$ cat src/rtl/etc_consts.svh
// Offsets, field positions, reset values and timing counts
`ifndef ETC_CONSTS_SVH
`define ETC_CONSTS_SVH
// ---------------------------------------------
// Register byte offsets
// ---------------------------------------------
`define ETC_OFS_CTRL 12'h000
`define ETC_OFS_MULT 12'h004
`define ETC_OFS_BASE 12'h008
`define ETC_OFS_BASE_US 12'h00c
`define ETC_OFS_ABS 12'h010
`define ETC_OFS_PERIOD 12'h014
`define ETC_OFS_STATUS 12'h018
// ---------------------------------------------
// Control fields and reset values
// ---------------------------------------------
`define ETC_CTRL_LEGACY 0
`define ETC_CTRL_ACQ_TRIG 1
`define ETC_CTRL_FRM_TRIG 2
`define ETC_CTRL_RATE_EN 3
`define ETC_CTRL_RUN 4
`define ETC_CTRL_RST 5'h01
`define ETC_MULT_MIN 12'h001
`define ETC_MULT_MAX 12'hfff
`define ETC_MULT_RST 12'h064
`define ETC_PERIOD_RST 24'h008235
// ---------------------------------------------
// Time base and timing, microseconds and ns
// ---------------------------------------------
`define ETC_BASE_STD_US 20
`define ETC_STEP_STD_US 1
`define ETC_BASE_ALT_US 31
`define ETC_STEP_ALT_US 31
`define ETC_CLK_NS 10
`define ETC_US_NS 1000
`define ETC_US_CYCLES ((`ETC_US_NS + `ETC_CLK_NS - 1) / `ETC_CLK_NS)
`define ETC_READOUT_CYCLES 16
`endif

$ cat src/rtl/etc_pkg.sv
// Types shared by the exposure and trigger control block
package etc_pkg;
  typedef enum logic [2:0] {
    ST_IDLE = 3'b000,
    ST_WAIT_ACQ = 3'b001,
    ST_WAIT_FRM = 3'b010,
    ST_EXPOSE = 3'b011,
    ST_READOUT = 3'b100
  } etc_state_e;
  typedef logic [11:0] etc_mult_t;
  typedef logic [19:0] etc_base_t;
endpackage

$ cat src/rtl/etc_exp_if.sv
// Carrier between controller, exposure timer and divider
interface etc_exp_if;
  logic tmr_start;
  etc_pkg::etc_mult_t mult;
  etc_pkg::etc_base_t base_us;
  logic tmr_busy;
  logic tmr_done;
  logic div_start;
  logic [32:0] div_num;
  etc_pkg::etc_base_t div_den;
  logic div_done;
  logic [32:0] div_quo;
  modport ctrl (
    output tmr_start, mult, base_us, div_start, div_num, div_den,
    input tmr_busy, tmr_done, div_done, div_quo
  );
  modport tmr (
    input tmr_start, mult, base_us,
    output tmr_busy, tmr_done
  );
  modport div (
    input div_start, div_num, div_den,
    output div_done, div_quo
  );
endinterface

$ cat src/rtl/etc_top.sv
// Exposure timing and frame trigger control with APB registers
//
// What this block does
// - Exposure equals multiplier times time base
// - Multiplier accepted only from 1 to 4095
// - Standard base resets 20 us, 1 us steps
// - Alternate base resets 31 us, 31 us steps
// - Absolute exposure register in whole microseconds
// - Absolute write recomputes the stored multiplier
// - Unreachable absolute value snaps to nearest
// - Multiplier or base change updates absolute readback
// - Backward-compatible mode active after reset
// - Legacy: no acquisition trigger, frame trigger renamed
// - Both triggers off: free run, internal triggers
// - Internal triggers paced by frame period setting
// - Rate disabled: frames at highest allowed rate
// - Frame trigger on: one exposure per trigger
// - Rising edge on line one is trigger
`include "etc_consts.svh"
module etc_top #(
  parameter bit ALT_SENSOR = 1'b0,
  parameter int READOUT_CYCLES = `ETC_READOUT_CYCLES
) (
  input wire logic core_clk_i,
  input wire logic rst_n_i,
  input wire logic psel_i,
  input wire logic penable_i,
  input wire logic pwrite_i,
  input wire logic [11:0] paddr_i,
  input wire logic [31:0] pwdata_i,
  output logic [31:0] prdata_o,
  output logic pready_o,
  output logic pslverr_o,
  input wire logic trig_line_i,
  output logic exposing_o,
  output logic frame_start_o,
  output logic trig_wait_o,
  output logic acq_active_o
);
  // ---------------------------------------------
  // Constants
  // ---------------------------------------------
  localparam int STEP_US = ALT_SENSOR ? `ETC_STEP_ALT_US
                                      : `ETC_STEP_STD_US;
  localparam int BASE_US = ALT_SENSOR ? `ETC_BASE_ALT_US
                                      : `ETC_BASE_STD_US;
  localparam logic [14:0] BASE_RST = 15'(BASE_US / STEP_US);
  localparam int US_CYC = `ETC_US_CYCLES;
  localparam int UW = $clog2(US_CYC);
  localparam int RW = $clog2(READOUT_CYCLES + 1);

  // ---------------------------------------------
  // Declarations
  // ---------------------------------------------
  etc_exp_if ex ();
  logic [4:0] ctrl;
  etc_pkg::etc_mult_t mult;
  logic [14:0] base_steps;
  etc_pkg::etc_base_t base_us;
  logic [31:0] abs_us;
  logic [23:0] period;
  logic setup;
  logic access;
  logic abs_wr;
  logic wr_en;
  logic div_pend;
  etc_pkg::etc_mult_t snap_mult;
  logic [31:0] next_prdata;
  logic next_err;
  logic line_s1;
  logic line_s2;
  logic line_s3;
  logic line_rise;
  logic legacy;
  logic acq_trig_eff;
  logic frm_trig_eff;
  logic run;
  logic [UW-1:0] us_cyc;
  logic us_tick;
  logic [23:0] per_cnt;
  logic rate_ok;
  logic frame_go;
  logic [RW-1:0] rd_cnt;
  etc_pkg::etc_state_e state;

  // ---------------------------------------------
  // Exposure timer and absolute-value divider
  // ---------------------------------------------
  etc_exp_timer u_timer (
    .core_clk_i(core_clk_i),
    .rst_n_i(rst_n_i),
    .tmr_if(ex.tmr)
  );

  etc_abs_div u_div (
    .core_clk_i(core_clk_i),
    .rst_n_i(rst_n_i),
    .div_if(ex.div)
  );

  assign ex.mult = mult;
  assign ex.base_us = base_us;
  assign ex.tmr_start = frame_go;
  assign exposing_o = ex.tmr_busy;

  // ---------------------------------------------
  // Derived exposure values
  // ---------------------------------------------
  // Base held in steps so the alternate sensor can only land on multiples of 31 us
  assign base_us = 20'(base_steps) * 20'(STEP_US);
  // Readback always follows the live product, never a stale copy
  assign abs_us = 32'(mult) * 32'(base_us);

  // Round to nearest: add half a base before dividing
  assign ex.div_num = {1'b0, pwdata_i} + {14'h0000, base_us[19:1]};
  assign ex.div_den = base_us;

  // Quotients outside the legal range clamp to the nearest end
  always_comb begin
    if (ex.div_quo == 33'h000000000) begin
      snap_mult = `ETC_MULT_MIN;
    end else if (ex.div_quo > 33'(`ETC_MULT_MAX)) begin
      snap_mult = `ETC_MULT_MAX;
    end else begin
      snap_mult = ex.div_quo[11:0];
    end
  end

  // ---------------------------------------------
  // APB slave
  // ---------------------------------------------
  assign setup = psel_i & ~penable_i;
  assign access = psel_i & penable_i;
  assign abs_wr = access & pwrite_i & (paddr_i == `ETC_OFS_ABS);
  // Absolute writes wait for the divider, so readback is already snapped
  assign pready_o = ~abs_wr | ex.div_done;
  assign wr_en = access & pwrite_i & pready_o;
  assign ex.div_start = abs_wr & ~div_pend;

  always_ff @(posedge core_clk_i) begin
    if (!rst_n_i) begin
      div_pend <= 1'b0;
    end else if (ex.div_done) begin
      div_pend <= 1'b0;
    end else if (ex.div_start) begin
      div_pend <= 1'b1;
    end
  end

  // Read data sampled in setup, so reads finish with no wait state
  always_comb begin
    next_prdata = 32'h00000000;
    next_err = 1'b0;
    case (paddr_i)
      `ETC_OFS_CTRL: next_prdata = {27'h0000000, ctrl};
      `ETC_OFS_MULT: next_prdata = {20'h00000, mult};
      `ETC_OFS_BASE: next_prdata = {17'h00000, base_steps};
      `ETC_OFS_BASE_US: next_prdata = {12'h000, base_us};
      `ETC_OFS_ABS: next_prdata = abs_us;
      `ETC_OFS_PERIOD: next_prdata = {8'h00, period};
      `ETC_OFS_STATUS: begin
        next_prdata = {25'h0000000, state, div_pend,
                       acq_active_o, trig_wait_o, ex.tmr_busy};
      end
      default: next_err = 1'b1;
    endcase
  end

  always_ff @(posedge core_clk_i) begin
    if (!rst_n_i) begin
      prdata_o <= 32'h00000000;
      pslverr_o <= 1'b0;
    end else if (setup) begin
      prdata_o <= pwrite_i ? 32'h00000000 : next_prdata;
      pslverr_o <= next_err;
    end
  end

  // ---------------------------------------------
  // Configuration registers
  // ---------------------------------------------
  always_ff @(posedge core_clk_i) begin
    if (!rst_n_i) begin
      ctrl <= `ETC_CTRL_RST;
    end else if (wr_en && paddr_i == `ETC_OFS_CTRL) begin
      ctrl <= pwdata_i[4:0];
    end
  end

  always_ff @(posedge core_clk_i) begin
    if (!rst_n_i) begin
      mult <= `ETC_MULT_RST;
    end else if (abs_wr && ex.div_done) begin
      mult <= snap_mult;
    end else if (wr_en && paddr_i == `ETC_OFS_MULT) begin
      if (pwdata_i >= 32'(`ETC_MULT_MIN) &&
          pwdata_i <= 32'(`ETC_MULT_MAX)) begin
        mult <= pwdata_i[11:0];
      end
    end
  end

  // Zero steps would make a zero-length base; such writes are dropped
  always_ff @(posedge core_clk_i) begin
    if (!rst_n_i) begin
      base_steps <= BASE_RST;
    end else if (wr_en && paddr_i == `ETC_OFS_BASE) begin
      if (pwdata_i[31:15] == 17'h00000 &&
          pwdata_i[14:0] != 15'h0000) begin
        base_steps <= pwdata_i[14:0];
      end
    end
  end

  always_ff @(posedge core_clk_i) begin
    if (!rst_n_i) begin
      period <= `ETC_PERIOD_RST;
    end else if (wr_en && paddr_i == `ETC_OFS_PERIOD) begin
      period <= pwdata_i[23:0];
    end
  end

  // ---------------------------------------------
  // Mode decode
  // ---------------------------------------------
  assign legacy = ctrl[`ETC_CTRL_LEGACY];
  assign run = ctrl[`ETC_CTRL_RUN];
  // Legacy: the acquisition bit drives the per-frame trigger instead
  assign acq_trig_eff = ~legacy & ctrl[`ETC_CTRL_ACQ_TRIG];
  assign frm_trig_eff = legacy ? ctrl[`ETC_CTRL_ACQ_TRIG]
                               : ctrl[`ETC_CTRL_FRM_TRIG];

  // ---------------------------------------------
  // Trigger line synchroniser and edge detect
  // ---------------------------------------------
  always_ff @(posedge core_clk_i) begin
    if (!rst_n_i) begin
      line_s1 <= 1'b0;
      line_s2 <= 1'b0;
      line_s3 <= 1'b0;
    end else begin
      line_s1 <= trig_line_i;
      line_s2 <= line_s1;
      line_s3 <= line_s2;
    end
  end

  assign line_rise = line_s2 & ~line_s3;

  // ---------------------------------------------
  // Frame pacing
  // ---------------------------------------------
  // Free-running microsecond tick; pacing may jitter by one microsecond
  assign us_tick = us_cyc == UW'(US_CYC - 1);

  always_ff @(posedge core_clk_i) begin
    if (!rst_n_i) begin
      us_cyc <= '0;
    end else begin
      us_cyc <= us_tick ? '0 : us_cyc + 1'b1;
    end
  end

  always_ff @(posedge core_clk_i) begin
    if (!rst_n_i) begin
      per_cnt <= '0;
    end else if (frame_go) begin
      per_cnt <= '0;
    end else if (us_tick && per_cnt != 24'hffffff) begin
      per_cnt <= per_cnt + 24'h000001;
    end
  end

  // Exposure and readout still bound the rate when the period is short
  assign rate_ok = ~ctrl[`ETC_CTRL_RATE_EN] |
                   (per_cnt >= period);

  always_comb begin
    frame_go = 1'b0;
    if (state == etc_pkg::ST_WAIT_FRM && run) begin
      if (frm_trig_eff) begin
        frame_go = line_rise;
      end else begin
        frame_go = rate_ok;
      end
    end
  end

  // ---------------------------------------------
  // Acquisition sequencer
  // ---------------------------------------------
  // Edges during exposure or readout are ignored, not queued
  always_ff @(posedge core_clk_i) begin
    if (!rst_n_i) begin
      state <= etc_pkg::ST_IDLE;
    end else begin
      case (state)
        etc_pkg::ST_IDLE: begin
          if (run) begin
            state <= acq_trig_eff ? etc_pkg::ST_WAIT_ACQ
                                  : etc_pkg::ST_WAIT_FRM;
          end
        end
        etc_pkg::ST_WAIT_ACQ: begin
          if (!run) begin
            state <= etc_pkg::ST_IDLE;
          end else if (line_rise) begin
            state <= etc_pkg::ST_WAIT_FRM;
          end
        end
        etc_pkg::ST_WAIT_FRM: begin
          if (!run) begin
            state <= etc_pkg::ST_IDLE;
          end else if (frame_go) begin
            state <= etc_pkg::ST_EXPOSE;
          end
        end
        etc_pkg::ST_EXPOSE: begin
          if (ex.tmr_done) begin
            state <= etc_pkg::ST_READOUT;
          end
        end
        etc_pkg::ST_READOUT: begin
          if (rd_cnt == RW'(READOUT_CYCLES - 1)) begin
            state <= run ? etc_pkg::ST_WAIT_FRM
                         : etc_pkg::ST_IDLE;
          end
        end
        default: state <= etc_pkg::ST_IDLE;
      endcase
    end
  end

  always_ff @(posedge core_clk_i) begin
    if (!rst_n_i) begin
      rd_cnt <= '0;
    end else if (state == etc_pkg::ST_READOUT) begin
      rd_cnt <= rd_cnt + 1'b1;
    end else begin
      rd_cnt <= '0;
    end
  end

  // ---------------------------------------------
  // Status outputs
  // ---------------------------------------------
  always_ff @(posedge core_clk_i) begin
    if (!rst_n_i) begin
      frame_start_o <= 1'b0;
      trig_wait_o <= 1'b0;
      acq_active_o <= 1'b0;
    end else begin
      frame_start_o <= frame_go;
      trig_wait_o <= (state == etc_pkg::ST_WAIT_FRM && frm_trig_eff) ||
                     state == etc_pkg::ST_WAIT_ACQ;
      acq_active_o <= state != etc_pkg::ST_IDLE &&
                      state != etc_pkg::ST_WAIT_ACQ;
    end
  end
endmodule // etc_top

$ cat src/rtl/etc_exp_timer.sv
// Exposure timer: multiplier count of base-length intervals
`include "etc_consts.svh"
module etc_exp_timer (
  input wire logic core_clk_i,
  input wire logic rst_n_i,
  etc_exp_if.tmr tmr_if
);
  localparam int US_CYC = `ETC_US_CYCLES;
  localparam int CW = $clog2(US_CYC);
  logic [CW-1:0] cyc_cnt;
  etc_pkg::etc_base_t us_cnt;
  etc_pkg::etc_base_t base_l;
  etc_pkg::etc_mult_t mult_cnt;
  etc_pkg::etc_mult_t mult_l;
  logic busy;
  logic done;
  logic cyc_end;
  logic us_end;
  assign cyc_end = cyc_cnt == CW'(US_CYC - 1);
  assign us_end = us_cnt == base_l - 20'h00001;
  assign tmr_if.tmr_busy = busy;
  assign tmr_if.tmr_done = done;
  // Settings latched at start so host writes cannot bend a running exposure
  always_ff @(posedge core_clk_i) begin
    if (!rst_n_i) begin
      busy <= 1'b0;
      done <= 1'b0;
      cyc_cnt <= '0;
      us_cnt <= '0;
      mult_cnt <= '0;
      base_l <= '0;
      mult_l <= '0;
    end else begin
      done <= 1'b0;
      if (tmr_if.tmr_start && !busy) begin
        busy <= 1'b1;
        base_l <= tmr_if.base_us;
        mult_l <= tmr_if.mult;
        cyc_cnt <= '0;
        us_cnt <= '0;
        mult_cnt <= '0;
      end else if (busy) begin
        cyc_cnt <= cyc_end ? '0 : cyc_cnt + 1'b1;
        if (cyc_end) begin
          us_cnt <= us_end ? '0 : us_cnt + 20'h00001;
        end
        if (cyc_end && us_end) begin
          mult_cnt <= mult_cnt + 12'h001;
          if (mult_cnt == mult_l - 12'h001) begin
            busy <= 1'b0;
            done <= 1'b1;
          end
        end
      end
    end
  end
endmodule // etc_exp_timer

$ cat src/rtl/etc_abs_div.sv
// Restoring divider turning microseconds into a multiplier
module etc_abs_div (
  input wire logic core_clk_i,
  input wire logic rst_n_i,
  etc_exp_if.div div_if
);
  localparam int NW = 33;
  localparam int DW = 20;
  logic [5:0] cnt;
  logic busy;
  logic done;
  logic [DW-1:0] rem;
  logic [DW-1:0] den;
  logic [NW-1:0] quo;
  logic [DW:0] shl;
  logic fits;
  assign shl = {rem, quo[NW-1]};
  assign fits = shl >= {1'b0, den};
  assign div_if.div_done = done;
  assign div_if.div_quo = quo;
  // One quotient bit per clock; small area beats a fast divide here
  always_ff @(posedge core_clk_i) begin
    if (!rst_n_i) begin
      busy <= 1'b0;
      done <= 1'b0;
      cnt <= '0;
      rem <= '0;
      den <= '0;
      quo <= '0;
    end else begin
      done <= 1'b0;
      if (div_if.div_start && !busy) begin
        busy <= 1'b1;
        quo <= div_if.div_num;
        den <= div_if.div_den;
        rem <= '0;
        cnt <= '0;
      end else if (busy) begin
        rem <= fits ? DW'(shl - {1'b0, den}) : DW'(shl);
        quo <= {quo[NW-2:0], fits};
        cnt <= cnt + 6'h01;
        if (cnt == 6'(NW - 1)) begin
          busy <= 1'b0;
          done <= 1'b1;
        end
      end
    end
  end
endmodule // etc_abs_div

$ cat config.mk
export PLATFORM = sky130hd
export DESIGN_NAME = etc_top
export DESIGN_NICKNAME = d
export VERILOG_FILES = /design/src/rtl/etc_pkg.sv /design/src/rtl/etc_exp_if.sv /design/src/rtl/etc_top.sv /design/src/rtl/etc_exp_timer.sv /design/src/rtl/etc_abs_div.sv
export VERILOG_INCLUDE_DIRS = /design/src /design/src/rtl
export SDC_FILE = /design/constraint.sdc
export NUM_CORES = 1
export LEC_CHECK = 0
export BUFFER_PORTS_ARGS = -buffer_cell sky130_fd_sc_hd__buf_2
export CORE_ASPECT_RATIO = 2
export CORE_MARGIN = 3
export CORE_UTILIZATION = 40
export CTS_CLUSTER_DIAMETER = 30
export CTS_CLUSTER_SIZE = 40
export DETAILED_ROUTE_END_ITERATION = 8
export MAX_ROUTING_LAYER = met4
export REMOVE_ABC_BUFFERS = 1
export SETUP_SLACK_MARGIN = 0.2
export SLEW_MARGIN = 40
export SYNTH_ARGS = -nofsm -noshare
export SYNTH_HDL_FRONTEND = slang
export SYNTH_SLANG_ARGS = --single-unit
$ cat constraint.sdc
create_clock -name core_clk_i -period 14.85 [get_ports core_clk_i]
set_input_delay 1.485 -clock core_clk_i [delete_from_list [all_inputs] [get_ports core_clk_i]]
set_output_delay 1.485 -clock core_clk_i [all_outputs]
set_load 0.05 [all_outputs]
==> impl_metrics.csv <==
group,metric,value,unit
run_status,status,"finished clean",
synthesis,ys.flop_type,"dfxtp_1",
synthesis,syn_area,20900,um^2
detailed_routing,drtIter0Drc,968,
worst_setup_path,cp.required,15.32,ns
final_layout,multi_input_area,13900,um^2
clock_tree,path_clk_slew,0.07,ns
timing,final-max-slew-violation-count,0,
clock_tree,clock_path_buffers,3,
final_layout,drive_above_1_share,9.21,%
final_layout,antennaDiodeCount,0,
worst_setup_path,arrival,6.99,ns
clock_tree,cts-htree-levels,2,
synthesis,synth-seq-cells,274,
floorplan,fp.dieW,168,um
grt,grtUsageTotal,25.8,%
clock_tree,cts_resized,0,
floorplan,start_util,40.7,%
placement,place_ws,8.44,ns
timing,maxSlewHeadroom,40.3,%
min_path,worstHoldPathType,"reg -> reg",
synthesis,synth_edf_count,0,
synthesis,synthSimpleGateAreaFrac,22.3,%
worst_setup_path,crit_chain,"nand2_1 > fa_1 > inv_1 > fa_1 > inv_1 > fa_1 > inv_1 > fa_1 > inv_1 > fa_1 > inv_1 > ha_1 > a21oi_1 > o211ai_1 > a21o_1 > a221o_1 > a31oi_1 > xnor2_1 > a222oi_1 > nor2_1",
clock_tree,cts.sinks,274,
synthesis,synth_top_area_cell,"dfxtp_1",
synthesis,yosys_warnings,0,
worst_setup_path,critPathLaunchType,"register",
power_and_ir_drop,p_per_area,82.9,nW/um^2
worst_setup_path,worst_path_max_delay_cell,"dfxtp_1",
clock_tree,insertion_delay,0.60,ns
detailed_routing,postRouteAntennaNets,0,
synthesis,yosysTopAreaCellShare,26.3,%
timing,fin_setup_tns,0,ns
clock_tree,cts_tree,"built",
synthesis,synthCells,2574,
synthesis,synth_fa_ha_area_share,20.4,%
flow_run,drv_cap,0,
floorplan,core-area,51200,um^2
worst_setup_path,end_kind,"register",
grt,grt_pass1_vias,19463,
detailed_routing,drc,0,
detailed_routing,vias_per_cell,5.75,
synthesis,ys_seq_area_share,26.3,%
timing,rsz0062_at_grt,"false",
grt,grt_overflow,0,
grt,grt_antenna_before_repair,0,
synthesis,synth_area_per_cell,8.11,um^2
synthesis,muxShareOfSynthArea,3.30,%
worst_setup_path,slowest_delay,0.85,ns
synthesis,synth_top_family_by_area,"simple AND/OR/NAND/NOR gates",
grt,grt_first_pass_wirelength,108,mm
final_layout,syn_to_final_growth,12.2,%
floorplan,dieArea,55100,um^2
final_layout,fillers,5055,
timing,tightest_slew,0.891,ns
synthesis,yosysUniqueCellTypes,83,
grt,grt_max_degree,61,
worst_setup_path,critPathMaxFanout,18,
final_layout,regArea,5500,um^2
final_layout,nNetsFinal,2902,
timing,max_freq,153,MHz
synthesis,yosysMostFrequentCell,"nand2_1",
clock_tree,cts_buffers,48,
placement,gp_congestion,0.990,
timing,timing.final.ws_setup,8.33,ns
floorplan,die_h,329,um
detailed_routing,vias,18872,
synthesis,synthXorXnorAreaFrac,5.75,%
timing,period_needed,6.52,ns
timing,hold_violations,0,
timing,skew,0.0451,ns
placement,hpwlAfterDp,53.4,mm
synthesis,ys_top_cells_by_area,"dfxtp_1 (26%), fa_1 (13%), ha_1 (7.7%), nand2_1 (6.0%), inv_1 (4.8%)",
detailed_routing,wl,69.8,mm
floorplan,placementRows,117,
clock_tree,postCtsHoldBufs,0,
placement,port-buffer-count,82,
synthesis,ys_async_sr_fraction,0,%
worst_setup_path,path_class,"reg -> reg",
timing,finalSetupViolations,0,
clock_tree,postCtsSetupBuffers,0,
detailed_routing,wl_per_cell,21.2,um
timing,min_period_over_period,43.9,%
clock_tree,cts_root_buf,"clkbuf_16",
detailed_routing,firstDrtPassIters,7,
floorplan,pin_count,88,
synthesis,synth_compound_area_share,14.5,%
synthesis,yosys-top-cells-count,"nand2_1 (336), dfxtp_1 (274), inv_1 (268)",
power_and_ir_drop,p_leak,10.1,nW
power_and_ir_drop,irDropWorstVdd,101,uV
-- per-stage QoR --
stage                     std cells  utilization (%)  area, um^2  power [mW]  hold slack (ns)
after floorplan                2439                -       20300       0.784            0.412
after global routing           3283             45.7       23400        2.00            0.462
after CTS                      3283             45.7       23400        1.96            0.439
after detailed placement       3195             42.4       21700       0.819            0.426
after global placement         3194             42.4       21700       0.819            0.414
final                          3283             45.7       23400        1.94            0.437
-- kinds of logic (layout without fill, tap and decap cells) --
logic type | count (synthesis) | count (layout)
other | 1 | 5
xor gates and xnor gates | 137 | 137
buffers and inverters | 407 | 458
DFF | 274 | 274
muxes | 68 | 68
AOI/OAI and AO/OA | 461 | 461
and+or+nand+nor | 965 | 965
adders and majority gates | 261 | 261
-- area by class of cell --
class / count / share of cell area (%)
inverter: 268 / 4.30
multi-input combinational: 1897 / 59.3
clock inverter: 37 / 1.77
clock buffer: 51 / 5.27
timing repair buffer: 102 / 2.39
sequential: 274 / 23.5
tap: 654 / 3.50
-- cells in the final DEF, fill, tap and decap left out, types with 10 or more instances in the layout --
cell / n
nand2_1: 336
inv_1: 267
dfxtp_1: 265
nor2_1: 221
a21oi_1: 142
fa_1: 132
ha_1: 129
o21ai_0: 86
buf_2: 82
xnor2_1: 76
and2_1: 69
nand3_1: 61
mux2i_1: 61
xor2_1: 61
nor3_1: 49
clkbuf_16: 49
and3_1: 44
nand4_1: 36
a31oi_1: 30
nor4_1: 28
a22o_1: 28
a211oi_1: 22
nand2b_1: 21
buf_4: 20
a21o_1: 19
nor2b_1: 16
o211ai_1: 15
a222oi_1: 15
a22oi_1: 15
or3_1: 14
o21a_1: 13
and4_1: 10
a41oi_1: 10
-- final timing paths --
path	start	to	slack, ns	cells past startpoint
hold reg to reg	line_s1$_SDFF_PN0_	line_s2$_SDFF_PN0_	0.44	1
setup reg to reg	ex.mult[5]$_SDFFE_PN1P_	prdata_o[22]$_SDFFE_PN0P_	8.33	20
hold / removal	line_s1$_SDFF_PN0_	line_s2$_SDFF_PN0_	0.44	1
setup / recovery	ex.mult[5]$_SDFFE_PN1P_	prdata_o[22]$_SDFFE_PN0P_	8.33	20
-- state kept, by name, summed over array words and instances, names as in the netlist, 3 cells and up --
name,flops
u_div.den,15
period,24
u_timer.mult_l,12
state,3
prdata_o,27
us_cyc,7
u_timer.base_l,15
base_steps,15
ex.mult,12
u_timer.cyc_cnt,7
ctrl,5
u_div.div_if.div_quo,33
u_timer.us_cnt,20
u_div.rem,20
per_cnt,24
u_timer.mult_cnt,12
rd_cnt,5
u_div.cnt,6
-- worst max-delay path: cells and delay by family (launching register included) --
| kind | cells | cell delay, ns |
|---|---|---|
| flip-flops | 1 | 0.85 |
| buffers and inverters | 5 | 0.28 |
| adder cells (fa/ha/maj) | 6 | 3.04 |
| AND/OR/NAND/NOR | 2 | 0.24 |
| XOR/XNOR | 1 | 0.17 |
| AO/OA/AOI/OAI | 6 | 1.84 |
-- power breakdown --
| part | switching (mW) | internal (mW) |
|---|---|---|
| Clock | 0.457 | 0.679 |
| Combinational | 0.0487 | 0.0170 |
| Sequential | 0.00214 | 0.737 |
| Total | 0.508 | 1.43 |
-- layer usage --
metal | global-route usage, % | routed length [um] | up-vias | part of all wire, %
met5 | - | 0 | - | 0
met4 | 19.1 | 6390 | 0 | 9.2
met3 | 3.41 | 3440 | 297 | 4.9
met2 | 46.6 | 36400 | 708 | 52
met1 | 24.8 | 23500 | 9103 | 34
li1 | - | - | 8764 | -
Note: power is estimated with default switching activity, not from simulation.
